===== config.mk =====
export PLATFORM = sky130hd
export DESIGN_NAME = gtp_regs
export DESIGN_NICKNAME = d
export VERILOG_FILES = /design/src/gtp_pkg.sv /design/src/gtp_pclk_if.sv /design/src/gtp_pclk_gen.sv /design/src/gtp_regs.sv
export VERILOG_INCLUDE_DIRS = /design/src /design/src/src
export SDC_FILE = /design/constraint.sdc
export NUM_CORES = 1
export LEC_CHECK = 0
export ABC_CLOCK_PERIOD_IN_PS = 4400
export BUFFER_PORTS_ARGS = -buffer_cell sky130_fd_sc_hd__buf_4
export CORE_ASPECT_RATIO = 1.25
export CORE_MARGIN = 1
export CORE_UTILIZATION = 57
export CTS_BUF_LIST = sky130_fd_sc_hd__clkbuf_4
export DETAILED_ROUTE_END_ITERATION = 10
export PLACE_DENSITY = 0.95
export SETUP_SLACK_MARGIN = 0.2
export SLEW_MARGIN = 40
export SYNTH_ARGS = -nofsm -noshare
export SYNTH_HDL_FRONTEND = slang
export SYNTH_HIERARCHICAL = 1
export SYNTH_SLANG_ARGS = --single-unit

===== constraint.sdc =====
create_clock -name clk_sys -period 4.4 [get_ports clk_sys]
set_input_delay 0 -clock clk_sys [delete_from_list [all_inputs] [get_ports clk_sys]]
set_output_delay 0 -clock clk_sys [all_outputs]
set_load 0.01 [all_outputs]

===== src/gtp_defs.svh =====
`ifndef GTP_DEFS_SVH
`define GTP_DEFS_SVH
// Summary of operation
// Every register is one 32-bit word on the register port.
// Reserved bits read as zero and the host writes them as zero.
// Register offsets are decoded relative to the register space base.
// The queried tag register at 0x7C is an 8-bit read-only tag, reset zero, from the query point.
// The queried tag is kept apart from the live touch tag, which follows the touch point.
// The Y query register at 0x78 holds an 11-bit coordinate, reset zero, written by the host.
// The X query register at 0x74 holds an 11-bit coordinate, reset zero, written by the host.
// The divisor in bits 7..0 at 0x70 divides the main clock to make the pixel clock.
// A divisor of zero stops the pixel clock output entirely.
// Bit 0 at 0x6C picks the active pixel clock edge, zero rising and one falling.
// Bit 0 at 0x68 staggers the colour line transitions when set, else all switch together.
// Bits 3..0 at 0x64 select the colour line ordering for the panel; bits above are reserved.
`define GTP_OFS_LINE_ORDER 8'h64
`define GTP_OFS_SPREAD 8'h68
`define GTP_OFS_EDGE 8'h6C
`define GTP_OFS_DIVISOR 8'h70
`define GTP_OFS_TAG_X 8'h74
`define GTP_OFS_TAG_Y 8'h78
`define GTP_OFS_TAG 8'h7C
`define GTP_RST_LINE_ORDER 4'h0
`define GTP_RST_SPREAD 1'h0
`define GTP_RST_EDGE 1'h0
`define GTP_RST_DIVISOR 8'h00
`define GTP_RST_COORD 11'h000
`define GTP_RST_TAG 8'h00
`define GTP_SPREAD_STEP 2'h1
`endif


===== src/gtp_pkg.sv =====
package gtp_pkg;
	typedef logic [7:0] gtp_tag_t;
	typedef logic [10:0] gtp_coord_t;
	typedef logic [7:0] gtp_color_t;
	typedef enum logic [1:0] {
		GTP_Q_IDLE,
		GTP_Q_ASK,
		GTP_Q_WAIT
	} gtp_qstate_t;
endpackage


===== src/gtp_pclk_if.sv =====
`timescale 1ns/1ps
interface gtp_pclk_if;
	logic [7:0] divisor;
	logic edge_falling;
	logic pclk;
	logic launch;
	modport gen (input divisor, input edge_falling, output pclk, output launch);
	modport use_side (output divisor, output edge_falling, input pclk, input launch);
endinterface


===== src/gtp_pclk_gen.sv =====
`timescale 1ns/1ps
`include "gtp_defs.svh"
module gtp_pclk_gen (
	input wire logic clk_sys,
	input wire logic nrst,
	gtp_pclk_if.gen pif
);
	import gtp_pkg::*;
	logic [7:0] cnt_reg;
	logic [7:0] cnt_next;
	logic ph_reg;
	logic ph_next;
	logic launch_reg;
	wire run = pif.divisor != `GTP_RST_DIVISOR;
	wire wrap = cnt_reg + 8'h01 >= pif.divisor;
	wire half = (cnt_reg + 8'h01) == (pif.divisor >> 1);
	// Output period is divisor main clock cycles: high for divisor/2, low for the rest.
	assign cnt_next = (!run || wrap) ? 8'h00 : cnt_reg + 8'h01;
	assign ph_next = !run ? 1'b0 : (wrap ? 1'b1 : (half ? 1'b0 : ph_reg));
	// A divisor of one cannot toggle at the main rate, so it holds high as a constant level.
	assign pif.pclk = run && (pif.divisor == 8'h01 ? 1'b1 : ph_reg);
	// The launch point sits half a period before the panel samples on the chosen edge.
	wire rise_now = run && wrap;
	wire fall_now = run && half;
	always_ff @(posedge clk_sys or negedge nrst) begin
		if (!nrst) begin
			cnt_reg <= `GTP_RST_DIVISOR;
			ph_reg <= 1'b0;
			launch_reg <= 1'b0;
		end else begin
			cnt_reg <= cnt_next;
			ph_reg <= ph_next;
			launch_reg <= pif.edge_falling ? rise_now : fall_now;
		end
	end
	assign pif.launch = launch_reg;
endmodule


===== src/gtp_regs.sv =====
// Strobed register access is this design's own decision.
`timescale 1ns/1ps
`include "gtp_defs.svh"
module gtp_regs #(
	parameter logic [31:0] REG_BASE = 32'h0000_0000
) (
	input wire logic clk_sys,
	input wire logic nrst,
	input wire logic [31:0] reg_addr,
	input wire logic [31:0] reg_wdata,
	input wire logic reg_wr,
	input wire logic reg_rd,
	output logic [31:0] reg_rdata,
	output gtp_pkg::gtp_coord_t query_x,
	output gtp_pkg::gtp_coord_t query_y,
	output logic query_req,
	input wire logic query_ack,
	input wire gtp_pkg::gtp_tag_t query_tag,
	input wire gtp_pkg::gtp_tag_t touch_tag_live,
	input wire gtp_pkg::gtp_color_t pix_red,
	input wire gtp_pkg::gtp_color_t pix_green,
	input wire gtp_pkg::gtp_color_t pix_blue,
	output logic pclk_out,
	output logic [23:0] rgb_out,
	output logic [3:0] rgb_pin_order
);
	import gtp_pkg::*;
	gtp_pclk_if pif ();
	// Decode is relative to the register space base; only the low byte selects the word.
	wire [31:0] rel = reg_addr - REG_BASE;
	wire in_space = rel[31:8] == 24'h000000 && rel[1:0] == 2'h0;
	wire [7:0] ofs = rel[7:0];
	wire sel_order = in_space && ofs == `GTP_OFS_LINE_ORDER;
	wire sel_spread = in_space && ofs == `GTP_OFS_SPREAD;
	wire sel_edge = in_space && ofs == `GTP_OFS_EDGE;
	wire sel_div = in_space && ofs == `GTP_OFS_DIVISOR;
	wire sel_x = in_space && ofs == `GTP_OFS_TAG_X;
	wire sel_y = in_space && ofs == `GTP_OFS_TAG_Y;
	wire sel_tag = in_space && ofs == `GTP_OFS_TAG;

	logic [3:0] order_reg;
	logic spread_reg;
	logic edge_reg;
	logic [7:0] div_reg;
	gtp_coord_t x_reg;
	gtp_coord_t y_reg;
	gtp_tag_t tag_reg;
	logic [31:0] rdata_reg;
	logic [31:0] rdata_next;
	gtp_qstate_t qs_reg;
	gtp_qstate_t qs_next;
	logic pend_reg;

	// Only the documented field widths are stored; reserved write bits are dropped.
	always_ff @(posedge clk_sys or negedge nrst) begin
		if (!nrst) begin
			order_reg <= `GTP_RST_LINE_ORDER;
			spread_reg <= `GTP_RST_SPREAD;
			edge_reg <= `GTP_RST_EDGE;
			div_reg <= `GTP_RST_DIVISOR;
		end else begin
			if (reg_wr && sel_order) order_reg <= reg_wdata[3:0];
			if (reg_wr && sel_spread) spread_reg <= reg_wdata[0];
			if (reg_wr && sel_edge) edge_reg <= reg_wdata[0];
			if (reg_wr && sel_div) div_reg <= reg_wdata[7:0];
		end
	end

	always_ff @(posedge clk_sys or negedge nrst) begin
		if (!nrst) begin
			x_reg <= `GTP_RST_COORD;
			y_reg <= `GTP_RST_COORD;
		end else begin
			if (reg_wr && sel_x) x_reg <= reg_wdata[10:0];
			if (reg_wr && sel_y) y_reg <= reg_wdata[10:0];
		end
	end

	// A coordinate write during a lookup marks a fresh lookup so the newest point wins.
	wire coord_wr = reg_wr && (sel_x || sel_y);
	always_comb begin
		qs_next = qs_reg;
		case (qs_reg)
			GTP_Q_IDLE: begin
				if (coord_wr || pend_reg) qs_next = GTP_Q_ASK;
			end
			GTP_Q_ASK: begin
				qs_next = GTP_Q_WAIT;
			end
			GTP_Q_WAIT: begin
				if (query_ack) qs_next = GTP_Q_IDLE;
			end
			default: begin
				qs_next = GTP_Q_IDLE;
			end
		endcase
	end

	always_ff @(posedge clk_sys or negedge nrst) begin
		if (!nrst) begin
			qs_reg <= GTP_Q_IDLE;
			pend_reg <= 1'b0;
			tag_reg <= `GTP_RST_TAG;
		end else begin
			qs_reg <= qs_next;
			pend_reg <= (qs_reg != GTP_Q_IDLE && coord_wr) || (pend_reg && qs_reg != GTP_Q_IDLE);
			// Only the lookup answer loads this tag, never the live touch tag.
			if (qs_reg == GTP_Q_WAIT && query_ack) tag_reg <= query_tag;
		end
	end

	assign query_req = qs_reg == GTP_Q_ASK;
	assign query_x = x_reg;
	assign query_y = y_reg;

	// Read data is zero-extended to the word; unmapped offsets read zero.
	always_comb begin
		rdata_next = 32'h0000_0000;
		if (sel_order) rdata_next = {28'h0000000, order_reg};
		if (sel_spread) rdata_next = {31'h00000000, spread_reg};
		if (sel_edge) rdata_next = {31'h00000000, edge_reg};
		if (sel_div) rdata_next = {24'h000000, div_reg};
		if (sel_x) rdata_next = {21'h000000, x_reg};
		if (sel_y) rdata_next = {21'h000000, y_reg};
		if (sel_tag) rdata_next = {24'h000000, tag_reg};
	end

	always_ff @(posedge clk_sys or negedge nrst) begin
		if (!nrst) begin
			rdata_reg <= 32'h0000_0000;
		end else begin
			rdata_reg <= reg_rd ? rdata_next : 32'h0000_0000;
		end
	end
	assign reg_rdata = rdata_reg;

	assign pif.divisor = div_reg;
	assign pif.edge_falling = edge_reg;
	gtp_pclk_gen u_pclk (
		.clk_sys(clk_sys),
		.nrst(nrst),
		.pif(pif)
	);

	// Colour lines are launched on the pixel clock's launch point. With spreading on,
	// the middle and low bytes (green and blue in order 0) follow one and two main clocks later, trading skew for less noise.
	logic [23:0] stage_reg;
	logic [1:0] lag_reg;
	logic [23:0] ordered;
	always_comb begin
		case (order_reg)
			4'h1: ordered = {pix_blue, pix_green, pix_red};
			4'h2: ordered = {pix_green, pix_red, pix_blue};
			4'h3: ordered = {pix_red, pix_blue, pix_green};
			default: ordered = {pix_red, pix_green, pix_blue};
		endcase
	end

	always_ff @(posedge clk_sys or negedge nrst) begin
		if (!nrst) begin
			stage_reg <= 24'h000000;
			rgb_out <= 24'h000000;
			lag_reg <= 2'h0;
			pclk_out <= 1'b0;
		end else begin
			pclk_out <= pif.pclk;
			if (pif.launch) begin
				stage_reg <= ordered;
				lag_reg <= spread_reg ? `GTP_SPREAD_STEP : 2'h0;
				if (spread_reg) rgb_out[23:16] <= ordered[23:16];
				else rgb_out <= ordered;
			end else if (lag_reg == `GTP_SPREAD_STEP) begin
				rgb_out[15:8] <= stage_reg[15:8];
				lag_reg <= 2'h2;
			end else if (lag_reg == 2'h2) begin
				rgb_out[7:0] <= stage_reg[7:0];
				lag_reg <= 2'h0;
			end
		end
	end
	assign rgb_pin_order = order_reg;
endmodule


==> results.md, run 1 <==
* CP Capture Type: register
* Final setup TNS at 0 ns
* DRC at 0
* Lkg Pwr at 3.57 nW
* Core footprint at about 10,000 µm²
* Num CTS Buffers at 9
* Final instance area at 7740 µm²
* Final hold violation count at 0
* Post-Syn Area at between 5000 and 6000 µm²
* Crit path launch type: register
* Via density at 6.17
* Setup WS post-layout at 1.65 ns
* FMAX at 364 MHz
* First-pass GRT wire length at approximately 27 mm
* WL/cell at roughly 21 µm
* Leading area contributor after synthesis: dfrtp_1
* Max-slew violations at 0
* Max cap viols at 0
* Hold WC Path Type: in -> reg
* Final setup violation count at 0
* Detailed-route via count at about 5,200
* Status: completed
* Die X at 93.0 µm
* Layout Nets at slightly above 800
* Crit Path Class: reg -> reg
* Syn-to-layout area delta at 31.3%
* Average size of a mapped cell at 11.5 µm²
* Area after DPL at 6970 µm²
* Total grt overflow at 0
* Post-synth cell types at 61
* Largest register FFs at 24
* Largest net degree at the start of global routing at 76
* Row count at 41
* Starting Density at 58.6%
* Worst vdd ir at 0.179 mV
* Global-route usage over all layers at about a third
* Post-synthesis register bit count at 111
* Crit-path max FO at 15
* Hold Slack at 0.0797 ns
* TritonCTS Sinks at 111
* Fin crit period at 2.75 ns
* TritonCTS clock tree: done
* Normalized max-slew margin at 47.8%
* Post-synth EDFFs at 0
* H-Tree Level Count at 3
* Initial antenna violation count at 2
* Clock Tree Buf Depth at 2
* Post-Route Skew at 0.0267 ns
* Root buffer cell: clkbuf_4
* Ratio of cells with drive above 1 in the final layout at 39.2%
* Post-Place Worst Slack at 1.89 ns
* First DRT Iteration DRCs at 393
* Prevailing post-synth register cell: dfrtp_1
* Period utilization at a little over three fifths
* IO buf count at 142
* Dpl hpwl at 10.9 mm
* WP data arrival at between 3 and 4 ns
* Worst-path clk slew at around 0.16 ns
* Die Span Y at 116 µm
* Pwr/cell area at between 200 and 250 nW/µm²
* Required time worst endpoint at 4.80 ns
* Worst slew pin tran at about 0.78 ns
* Clk Latency, worst-skew pair at 0.46 ns
* FFs w/ async S/R, synth at 100%
* Unrepaired setup endpoints after global routing: no
* Via count of the first global-routing pass at 5,268
* Post-Syn Instances at 514
* R2R Setup Slk at between 1.5 and 2 ns
* I/O pins at 193
* Gp weighted congestion at slightly below 0.9
* Area of the die at 10,800 µm²
* Final wirelength at 17.6 mm
* Top-area cell type share of the netlist area at 47.1%
* Antenna Violating Nets Remaining at 0
* Sequential share of the synthesized area at 47.1%
* Drt pass-1 iters at 6
* Synth area leaders: dfrtp_1 (47%), mux2_2 (16%), nand2_1 (2.9%), buf_4 (2.8%), nor2_1 (2.4%)
* Yosys warning total at 6
-- cell families after synthesis --
kind of cell / Yosys count / synth area share (%)
AND/OR/NAND/NOR: 157 / 16.2
adder cells (fa/ha/maj): 9 / 1.91
flip-flops: 111 / 47.1
buffers and inverters: 60 / 5.73
AO/OA/AOI/OAI: 79 / 10.2
other: 1 / 0.0636
multiplexers: 86 / 16.4
XOR/XNOR: 11 / 2.33
-- Yosys cell counts, drive strengths merged (6+ instances only) --
| library cell | instances |
|---|---|
| xnor2 | 6 |
| a21oi | 11 |
| a22oi | 14 |
| nor2 | 39 |
| nor2b | 17 |
| a211oi | 6 |
| inv | 17 |
| nor4 | 10 |
| dfrtp | 111 |
| nand3 | 7 |
| a41oi | 8 |
| mux2 | 86 |
| nor3 | 7 |
| nand2 | 45 |
| buf | 31 |
| ha | 9 |
| clkbuf | 12 |
| a31oi | 11 |
-- layer usage --
metal  vias up  GRT usage, %  wire (µm)
met5         -             0          0
met1      2552          36.9       6210
li1       2218             -          -
met2       350          61.1       9240
met4         0          16.8        829
met3        85          7.48       1360
-- per-stage QoR --
| stage | power, mW | util (%) | instances |
|---|---|---|---|
| floorplan | 1.10 | - | 534 |
| global placement | 1.18 | 69.1 | 765 |
| detailed placement | 1.18 | 69.3 | 766 |
| CTS | 1.72 | 76.6 | 840 |
| global route | 1.79 | 77.0 | 843 |
| finish | 1.73 | 77.0 | 843 |
-- repair_timing --
action,4_1_cts,5_1_grt
resized for setup,0,0
setup endpoints to repair,0,0
hold buffers,59,0
hold endpoints to repair,149,0
setup buffers,0,0
-- critical path: stages, from the launching register on --
cell and delay, ns:
dfrtp_1 0.81, nor4b_4 0.57, buf_4 0.28, nand2_1 0.09
a41oi_1 0.30, dlygate4sd3_1 0.64
-- placed cells by master (no fill, tap or decap), types with 5 or more instances in the layout --
| cell | instances |
|---|---|
| clkbuf_4 | 10 |
| a31oi_1 | 11 |
| nand2_1 | 45 |
| o21ai_0 | 5 |
| a22oi_1 | 14 |
| xnor2_1 | 6 |
| dlygate4sd3_1 | 59 |
| a41oi_1 | 8 |
| nor2_1 | 38 |
| conb_1 | 21 |
| nand3_1 | 5 |
| dfrtp_1 | 111 |
| nor2b_1 | 17 |
| a21oi_1 | 10 |
| inv_1 | 17 |
| mux2_2 | 86 |
| ha_1 | 9 |
| buf_4 | 146 |
-- layout make-up --
class,instances,area (µm²)
clock inverters,5,65.1
flip-flops and latches,111,2780
repair buffers,206,1700
fillers,564,2310
clock buffers,10,75.1
diodes,2,5.00
well taps,129,161
multi-input cells,363,2900
inverters,17,63.8
-- worst paths after layout --
path | start | to | cells after the start
max reg2reg | rgb_pin_order[1] | stage_reg[14] | 5
max | rgb_pin_order[1] | stage_reg[14] | 5
max in group asynchronous | nrst | rgb_pin_order[3] | 3
min reg2reg | pend_reg | qs_reg[0] | 1
min | reg_addr[0] | spread_reg | 5
min in group asynchronous | nrst | query_y[10] | 2
-- report_power, final --
group          internal (mW)  switching [mW]
logic                 0.0899          0.0944
registers               1.02   0.00000000464
clock network          0.183           0.344
No activity file was read; power rests on OpenSTA's default activity.
==> run 2, diff against run 1 <==
- ABC_AREA: default -> 1
- ABC_CLOCK_PERIOD_IN_PS: 4400 -> 2600
- CORE_UTILIZATION: 57 -> 53
- PLACE_DENSITY: 0.95 -> 0.94
- clock period: 4.4 -> 2.6 ns (I/O delays scaled with it)
==> results.md, run 2 <==
* Ratio of cells with drive above 1 in the final layout at 30.1% (-9.1 points)
* Crit-path max FO at 16 (+1)
* IO buf count at 142 (unchanged)
* Global-route usage over all layers at 32.6% (-0.99 points)
* Required time worst endpoint at 3.04 ns (-1.76 ns)
* Worst vdd ir at 0.384 mV (+110%)
* Detailed-route via count at 5,757 (+11%)
* Largest net degree at the start of global routing at 112 (+47%)
* Final wirelength at 17.8 mm (+0.68%)
* Initial antenna violation count at 1 (-1)
* Most common cell in the netlist: nand2_1
* Tot Pwr at 2.89 mW (+67%)
* Max cap viols at 0 (unchanged)
* Pwr/cell area at 369 nW/µm² (+65%)
* WL/cell at 17.3 µm (-17%)
* R2R Setup Slk at 0.27 ns (-1.38 ns)
* Final hold violation count at 0 (unchanged)
* Clock Tree Buf Depth at 2 (unchanged)
* Area after DPL at 6940 µm² (-0.50%)
* Final instance area at 7830 µm² (+1.1%)
* Hold WC Path Type: in -> reg
* Gp weighted congestion at 0.891 (+1.7%)
* TritonCTS Sinks at 111 (unchanged)
* Normalized max-slew margin at 58.6% (+11 points)
* Min-delay src: reg_addr[4]
* CP dominant cell by count: nand2_1
* Post-synth cell types at 43 (-30%)
* FMAX at 429 MHz (+18%)
* Sequential share of the synthesized area at 47.6% (+0.45 points)
* Worst-path clk slew at 0.20 ns (+0.04 ns)
* CP Capture Type: register
* Post-synth top cells: nand2_1 (144), dfrtp_1 (111), nor2_1 (67), inv_1 (65), a21oi_1 (44)
* Reg2reg path depth at 8 (+3)
* FFs w/ async S/R, synth at 100% (unchanged)
* H-Tree Level Count at 3 (unchanged)
* Num CTS Buffers at 9 (unchanged)
* Prevailing post-synth register cell: dfrtp_1
* First-pass GRT wire length at 28.2 mm (+3.0%)
* Core footprint at 10,700 µm² (+6.1%)
* Leading area contributor after synthesis: dfrtp_1
* Final setup TNS at 0 ns (unchanged)
* DRC at 0 (unchanged)
* RR Endpoint: stage_reg[10]
* Crit Path Class: reg -> reg
* Largest register FFs at 24 (unchanged)
* Root buffer cell: clkbuf_4
* Crit path launch type: register
* Storage cell area at 2780 µm² (about the same)
* Syn-to-layout area delta at 34.1%
* Die Span Y at 119 µm (+3.1%)
* Post-Route Skew at 0.0229 ns (-0.00378 ns)
* Post-Syn Instances at 671 (+31%)
* CP max stage delay at 0.60 ns (-0.21 ns)
* Unrepaired setup endpoints after global routing: no
* Yosys warning total at 6 (unchanged)
* Via density at 5.62 (-8.9%)
* First DRT Iteration DRCs at 509 (+30%)
* Die X at 95.9 µm (+3.1%)
* Status: completed
* Post-Syn Area at 5840 µm² (-0.95%)
* Hold depth at 6 (+1)
* Max-slew violations at 0 (unchanged)
* Row count at 42 (+2.4%)
* Via count of the first global-routing pass at 5,842 (+11%)
* Average size of a mapped cell at 8.70 µm² (-24%)
* Post-synthesis register bit count at 111 (unchanged)
* Layout Nets at 1,004 (+22%)
* Antenna Violating Nets Remaining at 0 (unchanged)
* Most frequent cells in the layout: buf_4 (150), nand2_1 (144), dfrtp_1 (110), dlygate4sd3_1 (68), nor2_1 (64)
* Hold Path End: spread_reg
* Post-synth EDFFs at 0 (unchanged)
* Lkg Pwr at 4.01 nW (+12%)
* TritonCTS clock tree: done
* Fin crit period at 2.33 ns (-0.418 ns)
* Top-area cell type share of the netlist area at 47.6% (+0.45 points)
* Drt pass-1 iters at 5 (-1)
* Starting Density at 54.8% (-3.9 points)
* Area of the die at 11,400 µm² (+6.4%)
* Worst r2r src: rgb_pin_order[2]
* WP data arrival at 2.77 ns (-0.38 ns)
* I/O pins at 193 (unchanged)
* Synth area leaders: dfrtp_1 (48%), nand2_1 (9.3%), mux2_2 (4.6%), nor2_1 (4.3%), inv_1 (4.2%)
* Worst slew pin tran at 0.620 ns (-0.162 ns)
* Total grt overflow at 0 (unchanged)
* Final core utilization at 73.4% (-3.6 points)
* Clk Latency, worst-skew pair at 0.48 ns (+0.02 ns)
* Commonest non-fill, non-tap cell in the layout: buf_4
* Multi-input gate area at 2630 µm² (-9.3%)
* Final setup violation count at 0 (unchanged)
* CP max-delay cell: dlygate4sd3_1
* Cell breakdown of the critical path: inv_1, nand2_1, nor2_1, nand2_1, clkinvlp_4, nand2_1, a31oi_1, dlygate4sd3_1
* Period utilization at 89.7% (+27 points)
* Dpl hpwl at 10.8 mm (-0.90%)
* Fill count at 668 (+18%)
==> run 2: cell types whose count changed in the layout (fill, tap and decap cells not counted), sizes merged, moves of 8 or more <==
cell / delta
dlygate4sd3: +9
o21ai: +45
a21oi: +34
nor4: -10
nand3: +19
a22oi: -14
a31oi: +15
inv: +52
nor2: +37
nor2b: -17
nand2: +122
mux2: -62
a41oi: -8
==> run 2: worst max path at each step <==
stage                            startpoint           endpoint  cells after the start
after floorplan           u_pclk/cnt_reg[0]  u_pclk/cnt_reg[7]                     14
after global placement    u_pclk/cnt_reg[0]  u_pclk/cnt_reg[7]                     14
after detailed placement  u_pclk/cnt_reg[0]  u_pclk/cnt_reg[7]                     14
after CTS                 u_pclk/cnt_reg[1]  u_pclk/cnt_reg[7]                     14
after global routing      u_pclk/cnt_reg[2]  u_pclk/cnt_reg[7]                     13
final                      rgb_pin_order[2]      stage_reg[10]                      8
==> run 2: final cells by class <==
cell class                 count  share of cell area, %
sequential                   111                   35.5
tap                          132                   2.11
multi-input combinational    472                   33.6
clock inverter                 6                  0.847
timing repair buffer         220                   23.5
antenna                        1                 0.0319
clock buffer                  10                  0.958
inverter                      72                   3.53
==> run 2: through the flow <==
step	hold WS (ns)	worst slack (ns)	instances
2_1_floorplan	-0.296	0.499	691
3_3_place_gp	0.120	0.241	935
3_5_place_dp	0.121	0.127	935
4_1_cts	0.000759	0.214	1022
5_1_grt	0.0506	0.0869	1024
6_report	0.0120	0.267	1024
==> run 2: what timing repair did <==
| item | 4_1_cts | 5_1_grt |
|---|---|---|
| pin swaps | 0 | 2 |
| hold buffers | 68 | 0 |
| gates resized for setup | 1 | 11 |
| buffers inserted | 3 | 1 |
| setup endpoints to repair | 8 | 22 |
| cloned | 0 | 0 |
| endpoints found under the hold margin | 191 | 0 |
==> run 2: report_power, final <==
part           switching [mW]  internal (mW)  leakage (nW)
Combinational           0.137          0.146          2.42
Sequential            0.00557           1.74          1.52
Clock                   0.630          0.232        0.0731
Total                   0.773           2.12          4.01
==> run 2: cell families (layout without fill, tap and decap cells) <==
| group | after synthesis | after routing | share of synthesized area [%] |
|---|---|---|---|
| flops | 111 | 111 | 47.6 |
| xor+xnor | 1 | 1 | 0.150 |
| buf+inv | 108 | 308 | 9.25 |
| mux | 25 | 25 | 4.80 |
| other cells | 1 | 22 | 0.0642 |
| fa+ha+maj | 9 | 9 | 1.93 |
| compound gates | 127 | 127 | 13.3 |
| simple gates | 289 | 289 | 23.0 |
==> run 2: layer usage <==
metal | global-route usage, % | share of wire, %
met5 | 0 | 0
met4 | 19.4 | 5.5
met3 | 7.54 | 7.9
met2 | 55.4 | 51
met1 | 36.4 | 36
==> run 2: critical path: cells and delay by family (launching register included) <==
kind,cells,cell delay [ns]
flip-flops,1,0.42
buffers and inverters,3,0.97
AND/OR/NAND/NOR,4,0.59
AO/OA/AOI/OAI,1,0.32
